$ cat config.mk
export PLATFORM = sky130hd
export DESIGN_NAME = fps_sequencer
export DESIGN_NICKNAME = d
export VERILOG_FILES = /design/src/hdl/fps_pkg.sv /design/src/hdl/fps_sequencer.sv
export VERILOG_INCLUDE_DIRS = /design/src /design/src/hdl
export SDC_FILE = /design/constraint.sdc
export NUM_CORES = 2
export LEC_CHECK = 0
export BUFFER_PORTS_ARGS = -buffer_cell sky130_fd_sc_hd__buf_4
export CORE_ASPECT_RATIO = 1.2
export CORE_MARGIN = 4
export CORE_UTILIZATION = 63
export CTS_CLUSTER_SIZE = 20
export DETAILED_ROUTE_END_ITERATION = 12
export PLACE_DENSITY = 0.81
export SLEW_MARGIN = 0
export SYNTH_ARGS = -nofsm -noshare
export SYNTH_HDL_FRONTEND = slang
export SYNTH_SLANG_ARGS = --single-unit
$ cat constraint.sdc
create_clock -name ref_clk -period 21.7 [get_ports ref_clk]
set_input_delay 1.085 -clock ref_clk [delete_from_list [all_inputs] [get_ports ref_clk]]
set_output_delay 1.085 -clock ref_clk [all_outputs]
set_load 0.05 [all_outputs]
$ cat src/hdl/fps_regs.svh
// Purpose: Named constants for the flash program/erase sequencer
// Assumes: 20 MHz reference clock; byte-wide on-chip flash port
// Notes:   Times are kept in their own unit, cycle counts derive from them
`ifndef FPS_REGS_SVH
`define FPS_REGS_SVH

// Clock rate in cycles per microsecond
`define FPS_CLK_MHZ        20

// Wait times, microseconds
`define FPS_T_SWE_US       10
`define FPS_T_PSU_US       50
`define FPS_T_PSHORT_US    150
`define FPS_T_PLONG_US     500
`define FPS_T_POFF_US      10
`define FPS_T_PSUOFF_US    10
`define FPS_T_PV_US        4
`define FPS_T_DUMMY_US     2
`define FPS_T_PVOFF_US     4
`define FPS_T_ESU_US       200
`define FPS_T_EPULSE_US    10000
`define FPS_T_EOFF_US      10
`define FPS_T_ESUOFF_US    10
`define FPS_T_EV_US        20
`define FPS_T_EVOFF_US     5

// Derived cycle counts (least times, exact at 20 MHz)
`define FPS_CYC_SWE        (`FPS_T_SWE_US * `FPS_CLK_MHZ)
`define FPS_CYC_PSU        (`FPS_T_PSU_US * `FPS_CLK_MHZ)
`define FPS_CYC_PSHORT     (`FPS_T_PSHORT_US * `FPS_CLK_MHZ)
`define FPS_CYC_POFF       (`FPS_T_POFF_US * `FPS_CLK_MHZ)
`define FPS_CYC_PSUOFF     (`FPS_T_PSUOFF_US * `FPS_CLK_MHZ)
`define FPS_CYC_PV         (`FPS_T_PV_US * `FPS_CLK_MHZ)
`define FPS_CYC_DUMMY      (`FPS_T_DUMMY_US * `FPS_CLK_MHZ)
`define FPS_CYC_PVOFF      (`FPS_T_PVOFF_US * `FPS_CLK_MHZ)
`define FPS_CYC_ESU        (`FPS_T_ESU_US * `FPS_CLK_MHZ)
`define FPS_CYC_EOFF       (`FPS_T_EOFF_US * `FPS_CLK_MHZ)
`define FPS_CYC_ESUOFF     (`FPS_T_ESUOFF_US * `FPS_CLK_MHZ)
`define FPS_CYC_EV         (`FPS_T_EV_US * `FPS_CLK_MHZ)
`define FPS_CYC_EVOFF      (`FPS_T_EVOFF_US * `FPS_CLK_MHZ)

// Sequence limits
`define FPS_UNIT_BYTES     32
`define FPS_PROG_SHORT_N   4
`define FPS_PROG_MAX       403
`define FPS_ERASE_MAX      30
`define FPS_BLOCK_BYTES    1024
`define FPS_VERIFY_BYTE    8'hff
`define FPS_FLASH_AW       16

// Register word offsets
`define FPS_REG_CTRL       4'h0
`define FPS_REG_STATUS     4'h1
`define FPS_REG_ADDR       4'h2
`define FPS_REG_ATTEMPTS   4'h3
`define FPS_REG_PTIME      4'h4
`define FPS_REG_IRQ_ST     4'h5
`define FPS_REG_IRQ_MASK   4'h6
`define FPS_REG_DATA_BIT   3

// Field positions
`define FPS_CTRL_PROG      0
`define FPS_CTRL_ERASE     1
`define FPS_CTRL_ABORT     2
`define FPS_ST_BUSY        0
`define FPS_ST_FAIL        1
`define FPS_ST_ERASE       2
`define FPS_IRQ_DONE       0
`define FPS_IRQ_FAIL       1

`endif

$ cat src/hdl/fps_pkg.sv
// Purpose: Types shared by the flash program/erase sequencer
// Assumes: Constants come from fps_regs.svh
// Notes:   Structs carry the flash control bits and the byte port
`include "fps_regs.svh"
package fps_pkg;

   typedef struct packed {
      logic software_write_enable;
      logic program_setup;
      logic program_pulse;
      logic program_verify;
      logic erase_setup;
      logic erase_pulse;
      logic erase_verify;
   } fps_ctrl_t;

   typedef struct packed {
      logic                     wr;
      logic                     rd;
      logic [`FPS_FLASH_AW-1:0] addr;
      logic [7:0]               wdata;
   } fps_mem_req_t;

endpackage : fps_pkg

$ cat src/hdl/fps_sequencer.sv
// Purpose: Drives the flash control register bits and byte port to
//          program one 32-byte unit or erase one block, with timed waits
// Assumes: Flash returns read data on the cycle after mem_req.rd
// Notes:   Software drives it over Avalon-MM; one interrupt output
`timescale 1ns/100ps
`include "fps_regs.svh"

// What this block does
// - Wait 10 us after setting write enable
// - Wait 50 us after program setup
// - Pulse 150 us attempts 1-4, else 500
// - Wait 10 us after clearing program pulse
// - Wait 10 us after clearing program setup
// - Wait 4 us after setting program verify
// - Dummy write ff, wait 2 us, read
// - Wait 4 us after clearing program verify
// - At most 403 program attempts per unit
// - 32-byte units; time counts pulse only
// - Wait 200 us after erase setup
// - Erase pulse lasts 5 to 10 ms
// - Wait 10 us after clearing erase pulse
// - Wait 10 us after clearing erase setup
// - Wait 20 us after setting erase verify
// - Wait 5 us after clearing erase verify
// - Erase limit times pulse gives maximum
module fps_sequencer #(
   parameter int PULSE_LONG_CYC  = `FPS_T_PLONG_US * `FPS_CLK_MHZ,
   parameter int ERASE_PULSE_CYC = `FPS_T_EPULSE_US * `FPS_CLK_MHZ,
   parameter int ERASE_MAX       = `FPS_ERASE_MAX,
   parameter int BLOCK_BYTES     = `FPS_BLOCK_BYTES
) (
   // Clock and reset
   input  wire logic                 ref_clk,
   input  wire logic                 rst,
   // Avalon-MM slave
   input  wire logic [3:0]           avs_address,
   input  wire logic                 avs_read,
   input  wire logic                 avs_write,
   input  wire logic [3:0]           avs_byteenable,
   input  wire logic [31:0]          avs_writedata,
   output logic [31:0]               avs_readdata,
   output logic                      avs_waitrequest,
   // Interrupt
   output logic                      irq,
   // Flash control register bits and byte port
   output fps_pkg::fps_ctrl_t        flash_ctrl,
   output fps_pkg::fps_mem_req_t     mem_req,
   input  wire logic [7:0]           mem_rdata
);

   localparam int IDX_N  = (BLOCK_BYTES > `FPS_UNIT_BYTES) ?
                           BLOCK_BYTES : `FPS_UNIT_BYTES;
   localparam int IDX_W  = $clog2(IDX_N);
   localparam int TMR_W  = $clog2(ERASE_PULSE_CYC + PULSE_LONG_CYC + 1);
   localparam int ATT_W  = 9;
   localparam int AW     = `FPS_FLASH_AW;

   typedef enum logic [13:0] {
      FPS_IDLE   = 14'h0001,
      FPS_SWE    = 14'h0002,
      FPS_LOAD   = 14'h0004,
      FPS_SETUP  = 14'h0008,
      FPS_PULSE  = 14'h0010,
      FPS_POFF   = 14'h0020,
      FPS_SUOFF  = 14'h0040,
      FPS_VSET   = 14'h0080,
      FPS_DUMMY  = 14'h0100,
      FPS_DWAIT  = 14'h0200,
      FPS_READ   = 14'h0400,
      FPS_CHECK  = 14'h0800,
      FPS_VOFF   = 14'h1000,
      FPS_SPARE  = 14'h2000
   } fps_state_t;

   fps_state_t        state;
   logic [TMR_W-1:0]  timer;
   logic [IDX_W-1:0]  idx;
   logic [ATT_W-1:0]  attempts;
   logic [31:0]       pulse_time;
   logic [AW-1:0]     base_addr;
   logic              erase_mode;
   logic              mismatch;
   logic              last_fail;
   logic              abort_req;
   logic [1:0]        irq_status;
   logic [1:0]        irq_mask;
   logic              rd_pend;
   logic              ev_done;
   logic              ev_fail;
   logic [7:0]        orig_buf   [`FPS_UNIT_BYTES];
   logic [7:0]        reprog_buf [`FPS_UNIT_BYTES];

   logic              busy;
   logic              wr_ctrl;
   logic              start_prog;
   logic              start_erase;
   logic              byte_bad;
   logic              last_byte;
   logic              retry_ok;
   logic [ATT_W-1:0]  att_limit;
   logic [TMR_W-1:0]  pulse_len;

   assign busy        = (state != FPS_IDLE);
   assign wr_ctrl     = avs_write && (avs_address == `FPS_REG_CTRL);
   // Starts are ignored while a sequence runs
   assign start_prog  = wr_ctrl && !busy && avs_byteenable[0] &&
                        avs_writedata[`FPS_CTRL_PROG];
   assign start_erase = wr_ctrl && !busy && avs_byteenable[0] &&
                        !avs_writedata[`FPS_CTRL_PROG] &&
                        avs_writedata[`FPS_CTRL_ERASE];

   // Erase verify expects the erased pattern, program verify the data
   assign byte_bad  = erase_mode ?
                      (mem_rdata != `FPS_VERIFY_BYTE) :
                      (mem_rdata != orig_buf[idx[4:0]]);
   assign last_byte = erase_mode ?
                      (idx == IDX_W'(BLOCK_BYTES - 1)) :
                      (idx == IDX_W'(`FPS_UNIT_BYTES - 1));
   assign att_limit = erase_mode ? ATT_W'(ERASE_MAX) :
                                   ATT_W'(`FPS_PROG_MAX);
   assign retry_ok  = (attempts < att_limit) && !abort_req;

   // Count already includes the pulse about to start
   assign pulse_len = erase_mode ? TMR_W'(ERASE_PULSE_CYC) :
                      (attempts <= ATT_W'(`FPS_PROG_SHORT_N)) ?
                      TMR_W'(`FPS_CYC_PSHORT) :
                      TMR_W'(PULSE_LONG_CYC);

   // Sequence engine: the timer holds each step for at least its wait
   always_ff @(posedge ref_clk or posedge rst) begin
      if (rst) begin
         state      <= FPS_IDLE;
         timer      <= '0;
         idx        <= '0;
         attempts   <= '0;
         erase_mode <= 1'b0;
         mismatch   <= 1'b0;
         last_fail  <= 1'b0;
         flash_ctrl <= '0;
         mem_req    <= '0;
         ev_done    <= 1'b0;
         ev_fail    <= 1'b0;
      end else begin
         mem_req.wr <= 1'b0;
         mem_req.rd <= 1'b0;
         ev_done    <= 1'b0;
         ev_fail    <= 1'b0;
         if (timer != '0) begin
            timer <= timer - TMR_W'(1);
         end
         case (state)
            FPS_IDLE: begin
               if (start_prog || start_erase) begin
                  erase_mode <= start_erase;
                  attempts   <= '0;
                  idx        <= '0;
                  last_fail  <= 1'b0;
                  flash_ctrl.software_write_enable <= 1'b1;
                  timer      <= TMR_W'(`FPS_CYC_SWE);
                  state      <= FPS_SWE;
               end
            end
            FPS_SWE: begin
               if (timer == '0) begin
                  if (erase_mode) begin
                     flash_ctrl.erase_setup <= 1'b1;
                     timer    <= TMR_W'(`FPS_CYC_ESU);
                     attempts <= attempts + ATT_W'(1);
                     state    <= FPS_SETUP;
                  end else begin
                     idx   <= '0;
                     state <= FPS_LOAD;
                  end
               end
            end
            // Latch the 32 bytes (reprogram data on retries)
            FPS_LOAD: begin
               mem_req.wr    <= 1'b1;
               mem_req.addr  <= base_addr + AW'(idx);
               mem_req.wdata <= reprog_buf[idx[4:0]];
               idx           <= idx + IDX_W'(1);
               if (last_byte) begin
                  flash_ctrl.program_setup <= 1'b1;
                  timer    <= TMR_W'(`FPS_CYC_PSU);
                  attempts <= attempts + ATT_W'(1);
                  state    <= FPS_SETUP;
               end
            end
            FPS_SETUP: begin
               if (timer == '0) begin
                  flash_ctrl.program_pulse <= !erase_mode;
                  flash_ctrl.erase_pulse   <= erase_mode;
                  timer <= pulse_len;
                  state <= FPS_PULSE;
               end
            end
            FPS_PULSE: begin
               if (timer == '0) begin
                  flash_ctrl.program_pulse <= 1'b0;
                  flash_ctrl.erase_pulse   <= 1'b0;
                  timer <= erase_mode ?
                           TMR_W'(`FPS_CYC_EOFF) :
                           TMR_W'(`FPS_CYC_POFF);
                  state <= FPS_POFF;
               end
            end
            FPS_POFF: begin
               if (timer == '0) begin
                  flash_ctrl.program_setup <= 1'b0;
                  flash_ctrl.erase_setup   <= 1'b0;
                  timer <= erase_mode ?
                           TMR_W'(`FPS_CYC_ESUOFF) :
                           TMR_W'(`FPS_CYC_PSUOFF);
                  state <= FPS_SUOFF;
               end
            end
            FPS_SUOFF: begin
               if (timer == '0) begin
                  flash_ctrl.program_verify <= !erase_mode;
                  flash_ctrl.erase_verify   <= erase_mode;
                  timer    <= erase_mode ?
                              TMR_W'(`FPS_CYC_EV) :
                              TMR_W'(`FPS_CYC_PV);
                  idx      <= '0;
                  mismatch <= 1'b0;
                  state    <= FPS_VSET;
               end
            end
            FPS_VSET: begin
               if (timer == '0) begin
                  state <= FPS_DUMMY;
               end
            end
            FPS_DUMMY: begin
               mem_req.wr    <= 1'b1;
               mem_req.addr  <= base_addr + AW'(idx);
               mem_req.wdata <= `FPS_VERIFY_BYTE;
               timer         <= TMR_W'(`FPS_CYC_DUMMY);
               state         <= FPS_DWAIT;
            end
            FPS_DWAIT: begin
               if (timer == '0) begin
                  mem_req.rd <= 1'b1;
                  state      <= FPS_READ;
               end
            end
            FPS_READ: state <= FPS_CHECK;
            // Erase verify stops at the first byte still programmed
            FPS_CHECK: begin
               mismatch <= mismatch || byte_bad;
               if (last_byte || (erase_mode && byte_bad)) begin
                  flash_ctrl.program_verify <= 1'b0;
                  flash_ctrl.erase_verify   <= 1'b0;
                  timer <= erase_mode ?
                           TMR_W'(`FPS_CYC_EVOFF) :
                           TMR_W'(`FPS_CYC_PVOFF);
                  state <= FPS_VOFF;
               end else begin
                  idx   <= idx + IDX_W'(1);
                  state <= FPS_DUMMY;
               end
            end
            FPS_VOFF: begin
               if (timer == '0) begin
                  if (!mismatch) begin
                     flash_ctrl.software_write_enable <= 1'b0;
                     ev_done <= 1'b1;
                     state   <= FPS_IDLE;
                  end else if (!retry_ok) begin
                     flash_ctrl.software_write_enable <= 1'b0;
                     last_fail <= 1'b1;
                     ev_fail   <= 1'b1;
                     state     <= FPS_IDLE;
                  end else if (erase_mode) begin
                     flash_ctrl.erase_setup <= 1'b1;
                     timer    <= TMR_W'(`FPS_CYC_ESU);
                     attempts <= attempts + ATT_W'(1);
                     state    <= FPS_SETUP;
                  end else begin
                     idx   <= '0;
                     state <= FPS_LOAD;
                  end
               end
            end
            default: begin
               flash_ctrl <= '0;
               state      <= FPS_IDLE;
            end
         endcase
      end
   end

   // Time with the pulse bit set, verification excluded
   always_ff @(posedge ref_clk or posedge rst) begin
      if (rst) begin
         pulse_time <= '0;
      end else if (start_prog || start_erase) begin
         pulse_time <= '0;
      end else if (flash_ctrl.program_pulse || flash_ctrl.erase_pulse) begin
         pulse_time <= pulse_time + 32'h0000_0001;
      end
   end

   // Abort is honoured only at the retry decision, so no wait is cut
   always_ff @(posedge ref_clk or posedge rst) begin
      if (rst) begin
         abort_req <= 1'b0;
      end else if (!busy) begin
         abort_req <= 1'b0;
      end else if (wr_ctrl && avs_byteenable[0] &&
                   avs_writedata[`FPS_CTRL_ABORT]) begin
         abort_req <= 1'b1;
      end
   end

   // Target address, frozen while busy
   always_ff @(posedge ref_clk or posedge rst) begin
      if (rst) begin
         base_addr <= '0;
      end else if (avs_write && !busy &&
                   avs_address == `FPS_REG_ADDR) begin
         base_addr <= avs_writedata[AW-1:0];
      end
   end

   // Data and reprogram buffers, one byte per entry
   genvar gi;
   generate
      for (gi = 0; gi < `FPS_UNIT_BYTES; gi++) begin : g_byte
         localparam logic [2:0] WORD = 3'(gi / 4);
         localparam int         LANE = gi % 4;
         always_ff @(posedge ref_clk or posedge rst) begin
            if (rst) begin
               orig_buf[gi]   <= 8'hff;
               reprog_buf[gi] <= 8'hff;
            end else begin
               if (avs_write && !busy &&
                   avs_address[`FPS_REG_DATA_BIT] &&
                   avs_address[2:0] == WORD &&
                   avs_byteenable[LANE]) begin
                  orig_buf[gi] <= avs_writedata[8*LANE +: 8];
               end
               if (start_prog) begin
                  reprog_buf[gi] <= orig_buf[gi];
               end else if (state == FPS_CHECK && !erase_mode &&
                            idx == IDX_W'(gi)) begin
                  // Only bits still reading one get another pulse
                  reprog_buf[gi] <= orig_buf[gi] | ~mem_rdata;
               end
            end
         end
      end
   endgenerate

   // Interrupt status: set wins over a write-one clear
   always_ff @(posedge ref_clk or posedge rst) begin
      if (rst) begin
         irq_status <= '0;
         irq_mask   <= '0;
      end else begin
         if (avs_write && avs_address == `FPS_REG_IRQ_MASK &&
             avs_byteenable[0]) begin
            irq_mask <= avs_writedata[1:0];
         end
         if (avs_write && avs_address == `FPS_REG_IRQ_ST &&
             avs_byteenable[0]) begin
            irq_status[`FPS_IRQ_DONE] <=
               (irq_status[`FPS_IRQ_DONE] &
                ~avs_writedata[`FPS_IRQ_DONE]) | ev_done;
            irq_status[`FPS_IRQ_FAIL] <=
               (irq_status[`FPS_IRQ_FAIL] &
                ~avs_writedata[`FPS_IRQ_FAIL]) | ev_fail;
         end else begin
            irq_status[`FPS_IRQ_DONE] <= irq_status[`FPS_IRQ_DONE] | ev_done;
            irq_status[`FPS_IRQ_FAIL] <= irq_status[`FPS_IRQ_FAIL] | ev_fail;
         end
      end
   end

   assign irq = |(irq_status & irq_mask);

   // Reads take one wait cycle; writes complete at once
   assign avs_waitrequest = avs_read && !rd_pend;

   always_ff @(posedge ref_clk or posedge rst) begin
      if (rst) begin
         rd_pend      <= 1'b0;
         avs_readdata <= '0;
      end else begin
         rd_pend <= avs_read && !rd_pend;
         if (avs_read && !rd_pend) begin
            avs_readdata <= '0;
            if (avs_address[`FPS_REG_DATA_BIT]) begin
               avs_readdata <= {orig_buf[{avs_address[2:0], 2'h3}],
                                orig_buf[{avs_address[2:0], 2'h2}],
                                orig_buf[{avs_address[2:0], 2'h1}],
                                orig_buf[{avs_address[2:0], 2'h0}]};
            end else begin
               case (avs_address)
                  `FPS_REG_STATUS: begin
                     avs_readdata[`FPS_ST_BUSY]  <= busy;
                     avs_readdata[`FPS_ST_FAIL]  <= last_fail;
                     avs_readdata[`FPS_ST_ERASE] <= erase_mode;
                  end
                  `FPS_REG_ADDR:     avs_readdata[AW-1:0] <= base_addr;
                  `FPS_REG_ATTEMPTS: avs_readdata[ATT_W-1:0] <= attempts;
                  `FPS_REG_PTIME:    avs_readdata <= pulse_time;
                  `FPS_REG_IRQ_ST:   avs_readdata[1:0] <= irq_status;
                  `FPS_REG_IRQ_MASK: avs_readdata[1:0] <= irq_mask;
                  default: avs_readdata <= '0;
               endcase
            end
         end
      end
   end

endmodule : fps_sequencer

## Word-level counts from Yosys, hierarchy flattened

Cells that the tools add are included.

| word-level totals | value |
|---|---|
| bits in registers | 687 |
| bits in latches | 0 |
| RAM bits | 0 |
| bits in read-only memories | 0 |
| input port bits | 52 |
| output and inout bits | 67 |
| memories kept | 0 |

| operators by class | value |
|---|---|
| $add $sub $neg | 5 |
| multipliers | 0 |
| divide/modulo/power cells | 0 |
| $lt $le $gt $ge | 7 |
| equal/unequal tests | 78 |
| shift operators | 0 |
| multiplexer cells | 183 |
| bitwise gates (word level) | 52 |
| reduce and logical (&&, ||, !) cells | 162 |

Operators with widths:

| operator | number |
|---|---|
| 8-bit two-way mux | 76 |
| 8-bit bitwise OR | 32 |
| 8-bit binary-select mux with 5-bit select | 6 |
| 18-bit two-way mux | 13 |
| 14-bit two-way mux | 13 |
| 14-bit case mux with 13 select lines | 1 |
| 18-bit case mux with 9 select lines | 1 |
| 10-bit by 5-bit equality test with 1-bit output (second input constant) | 16 |
| 32-bit two-way mux | 3 |
| 1-bit logical AND | 91 |
| 9-bit two-way mux | 9 |
| 10-bit by 4-bit equality test with 1-bit output (second input constant) | 8 |
| 10-bit two-way mux | 8 |
| 2-bit nonzero test | 36 |
| 10-bit case mux with 6 select lines | 1 |
| 24-bit case mux with 2 select lines | 1 |
| 11-bit OR reduction | 4 |
| 10-bit by 3-bit equality test with 1-bit output (second input constant) | 4 |
| 9-bit case mux with 4 select lines | 1 |
| 32-bit by 1-bit adder with 32-bit output (second input constant) | 1 |
| 1-bit two-way mux | 32 |
| 6-bit >= comparator (second input constant) | 5 |
| 2-bit != test (second input constant) | 15 |
| 5-bit inverter with 6-bit output | 5 |
| 68 further kinds | 105 |

## Longest topological paths before layout

| logic depth | value |
|---|---|
| depth in word-level cells | 10 |
| gate-level depth with buffers | 17 |
| mapped depth without buffers | 12 |

## Least setup slack after synthesis

OpenSTA, ideal clock, no wires.

| path | value |
|---|---|
| kind | reg2reg |
| from | register idx[1] |
| to | register mem_req[20] (netlist bit) |
| setup time | 0.087 ns |
| arrival time | 4.254 ns |
| data required time | 21.613 ns |
| setup slack | 17.360 ns |
| cell stages (with the launch flop) | 18 |
| buffers on the path | 6 |
| clock period less this slack | 4.340 ns |
| cell sequence | dfrtp_1 buf_2 buf_2 buf_2 buf_2 clkbuf_1 clkbuf_1 inv_1 fa_1 nor2b_1 o21ai_0 a21boi_0 o21ai_0 a21boi_0 o21ai_0 a21o_1 a2111o_1 o211ai_1 |

| between the ends | value |
|---|---|
| word-level cells in the longest chain between the ends | 2 |

Ends and longest elaborated chain:

| what | RTL line | source |
|---|---|---|
| start: declaration | fps_sequencer.sv:77 | `logic [IDX_W-1:0] idx;` |
| start signal: assignment | fps_sequencer.sv:181 | `idx <= idx + IDX_W'(1);` |
| start signal: assignment | fps_sequencer.sv:259 | `idx <= idx + IDX_W'(1);` |
| 16-bit by 10-bit adder with 16-bit output | fps_sequencer.sv:179, fps_sequencer.sv:236 |  |
| 24-bit case mux with 2 select lines | fps_sequencer.sv:151 | `case (state)` |
| end: declaration | fps_sequencer.sv:47 | `output fps_pkg::fps_mem_req_t mem_req,` |

No other way between the ends. The select of a mux whose other input is x is not followed.
A chain may end at the register's enable or synchronous reset.

## Final worst setup path

| path | value |
|---|---|
| from | register idx[0] |
| to | register flash_ctrl[3] (netlist bit) |

| between the ends | value |
|---|---|
| word-level cells in the longest chain between the ends | 10 |
| elaborated cells on any way between the ends | 13 |
| classes of those cells | eq/ne: 4; mux: 5; bitwise: 1; reduce/logical: 3 |

Ends and longest elaborated chain:

| what | RTL line | source |
|---|---|---|
| 5-bit inverter with 6-bit output (implied by the code) | fps_sequencer.sv:115 | `(mem_rdata != orig_buf[idx[4:0]]);` |
| 8-bit binary-select mux with 5-bit select | fps_sequencer.sv:115 |  |
| 8-bit two-way mux (implied by the code) (2 in a row) | fps_sequencer.sv:115 |  |
| 8-bit != test | fps_sequencer.sv:115 |  |
| 1-bit two-way mux | fps_sequencer.sv:113 | `assign byte_bad = erase_mode ?` |
| 1-bit logical AND | fps_sequencer.sv:251 | `if (last_byte \|\| (erase_mode && byte_bad)) begin` |
| 1-bit logical OR * | fps_sequencer.sv:251 |  |
| 2-bit != test (no line) * | n/a |  |
| 3-bit AND reduction (no line) * | n/a |  |
| end: declaration | fps_sequencer.sv:46 | `output fps_pkg::fps_ctrl_t flash_ctrl,` |

Every way passes the cells marked *; elsewhere a longest branch is shown, timed or not. The select of a mux whose other input is x is not followed.

==> out/results.ini <==
[clocking]
cts_setup_buffers=0
cts-root-to-sink-buffers=3
clkTransAtPathRegs_ns=0.07
cts_htree_levels=3
tritoncts=yes
quantity_of_hold_fixing_buffers_added_after_cts=0
worst_skew_pair.late_latency_ns=0.64
clock_sinks=686
clock-root-buffer=clkbuf_16
post_cts_resized=0
inserted_clock_buffers=72

[yosys]
syn_inst=3241
synth.cell_area_um2=36200
syn_area_per_cell_um2=11.2
yosys_warnings=0
synth.top_cell.area_share_pct=37.2
yosys.cell_count.top_type=nor2_1
ys_ff_latch=686
synth.lib_cells_used.distinct=88
netlist.top_cell.by_area=dfstp_2
fraction_of_the_yosys_area_taken_by_sequential_cells_pct=49.2
synthArstFlopShare_pct=100
synth.net_count=3318
synth_enable_flop_cells=0
synth-main-ff-cell=dfstp_2
synthTopCellsByArea=dfstp_2 37%, dfrtp_1 12%, mux4_2 11%
synth_top_cells_by_count=672 x nor2_1, 513 x dfstp_2, 310 x a21oi_1

[placement]
detailedPlacementHpwl_um=93800
detailedPlace.worstSlack_ns=16.49
routabilityCongestion=1.02
number_of_buffers_inserted_by_port_buffering=118

[sta]
final-hold-violation-count=0
rsz0062_at_grt=false
finalSetupTns_ns=0
timing.max_slew.rel_slack_pct=15.2
timing.final.setup_violations=0
setup_skew_ns=0.0294
worst-slew-pin-transition_ns=1.27
period_needed_ns=5.24
final.period_utilization_pct=24.1
fin_ws_ns=16.46
fmax_mhz=191
slew_violations=0

[min_path]
worstHoldPathType=reg2reg

[global_route]
grt_antenna_before_repair=9
grt_overflow=0
grt_start_max_net_pins=174
grt_pass1_vias=29600
global_route.usage.total_pct=43.5
grt_pass1_wl_um=194000

[detailed_routing]
wl_met2_um=59500
met1_length_um=43200
detail_route.drc_violations=0
first_iter_violations=4189
highest_layer=met5
totalWireLength_um=134000
firstDrtPassIters=8
dr_total_vias=29900
route.met3.wl_um=17400
detail-route-antenna-nets=0
avgViaCountPerCell=7.31
avgRoutedWirePerCell_um=32.9

[cells_and_area]
multi_input_comb_area_um2=17600
design.final.nets=3371
layout.filler_cells=3996
register_area_um2=17800
synth_to_final_area_change_pct=10.7
layout-drive-gt1-share_pct=39.3

[worst_setup_path]
worstPathArrival_ns=5.75
cp-start-kind=flop
ws_path_type=reg2reg
r2r-start=idx[0]$_DFFE_PP0P_
rrSetupSlack_ns=16.46
endpoint=flash_ctrl[3]$_DFFE_PP0P_
crit-reg2reg-capture=flash_ctrl[3]$_DFFE_PP0P_
critPathLaunch=idx[0]$_DFFE_PP0P_
reg2regPathDepth=10
worstPathMaxFanout=95
timing.critical_path.required_ns=22.21
setup_crit_end_kind=flop

[floorplan]
boundaryPins=119
dieWidth_um=227
floorplan.initialDensity_pct=63.5
dieHeight_um=271
core_um2=57100
floorplan.die_area_um2=61400
std_cell_rows=96

[pwr]
power_density_nw_per_um2=117
ir_worst_vdd_uv=86.2
power.leakage_nw=16.3
totalPowerFinal_mw=4.69

[status]
status=completed

[job]
timing.max_cap.violations=0

[routing by layer]
| layer | vias to the layer above | global-route usage [%] |
|---|---|---|
| met2 | 2478 | 64.0 |
| met4 | 2 | 36.1 |
| met1 | 14700 | 51.2 |
| met3 | 715 | 14.9 |
| met5 | - | 0 |
| li1 | 11900 | - |
[worst min path at each step]
| stage | from | end | slack [ns] | depth (start not counted) |
|---|---|---|---|---|
| floorplan | ev_done$_DFF_PP0_ | irq_status[0]$_DFF_PP0_ | 0.40 | 1 |
| global placement | ev_fail$_DFF_PP0_ | irq_status[1]$_DFF_PP0_ | 0.44 | 1 |
| detailed placement | ev_fail$_DFF_PP0_ | irq_status[1]$_DFF_PP0_ | 0.43 | 1 |
| CTS | ev_fail$_DFF_PP0_ | irq_status[1]$_DFF_PP0_ | 0.45 | 1 |
| global route | ev_fail$_DFF_PP0_ | irq_status[1]$_DFF_PP0_ | 0.46 | 1 |
| finish | ev_fail$_DFF_PP0_ | irq_status[1]$_DFF_PP0_ | 0.45 | 1 |
[through the flow]
stage / std cells / hold slack [ns] / util, % / cell area [um^2]
finish: 4086 / 0.448 / 70.2 / 40100
global route: 4083 / 0.465 / 70.2 / 40100
CTS: 4083 / 0.450 / 70.2 / 40100
detailed placement: 3955 / 0.430 / 66.1 / 37700
global placement: 3955 / 0.441 / 66.1 / 37700
floorplan: 3241 / 0.404 / - / 36200
[worst max-delay path, stage by stage (launching register included)]
cell and delay (ns):
dfrtp_4 0.82, buf_12 0.54, mux4_1 0.65, a22o_1 0.28
or4_1 0.52, a211o_1 0.34, a22o_1 0.25, o41a_1 0.53
or3_4 0.46, and4b_4 0.23, mux2_4 0.29
[state kept, by name, summed over array words and instances, names as in the netlist, 2 cells and up]
| register | flops |
|---|---|
| attempts | 9 |
| avs_readdata | 32 |
| base_addr | 16 |
| flash_ctrl | 7 |
| idx | 10 |
| irq_mask | 2 |
| irq_status | 2 |
| mem_req | 26 |
| orig_buf | 256 |
| pulse_time | 32 |
| reprog_buf | 256 |
| state | 13 |
| timer | 18 |
[where the power goes]
part,internal (mW),switching (mW),leakage (nW)
clock,0.718,0.529,1.15
combinational,0.545,0.679,7.51
sequential,1.82,0.405,7.61
total,3.08,1.61,16.3
[area by class of cell]
class | instances | share of cell area (%)
repair buffers | 163 | 3.15
well taps | 735 | 2.29
clock buffers | 108 | 5.23
flip-flops and latches | 686 | 44.5
clock inverters | 20 | 0.593
inverters | 37 | 0.365
multi-input cells | 2334 | 43.9
diodes | 3 | 0.0187
[cell usage in the layout (no fill, tap or decap), types with 20 or more instances in the layout]
cell,count
a21oi_1,310
a221oi_1,24
a22o_1,36
a31oi_1,22
buf_4,160
clkbuf_1,20
clkbuf_16,72
dfrtp_1,171
dfstp_2,513
ha_1,24
inv_1,33
mux2_2,300
mux2i_1,65
mux4_2,181
nand2_1,164
nand3_1,38
nand4_1,20
nor2_1,662
nor3_1,52
o21ai_0,56
or4_1,27
xor2_1,35
[cells by family (layout without fill, tap and decap cells)]
family,Yosys count,count (layout),synth area share [%]
and+or+nand+nor,1092,1092,13.2
adders and majority gates,25,25,0.885
DFF,686,686,49.2
other,0,3,0
buffers and inverters,221,328,2.46
muxes,550,550,22.6
AOI/OAI and AO/OA,613,613,10.4
xor gates and xnor gates,54,54,1.31
Note: power is estimated with default switching activity, not from simulation.
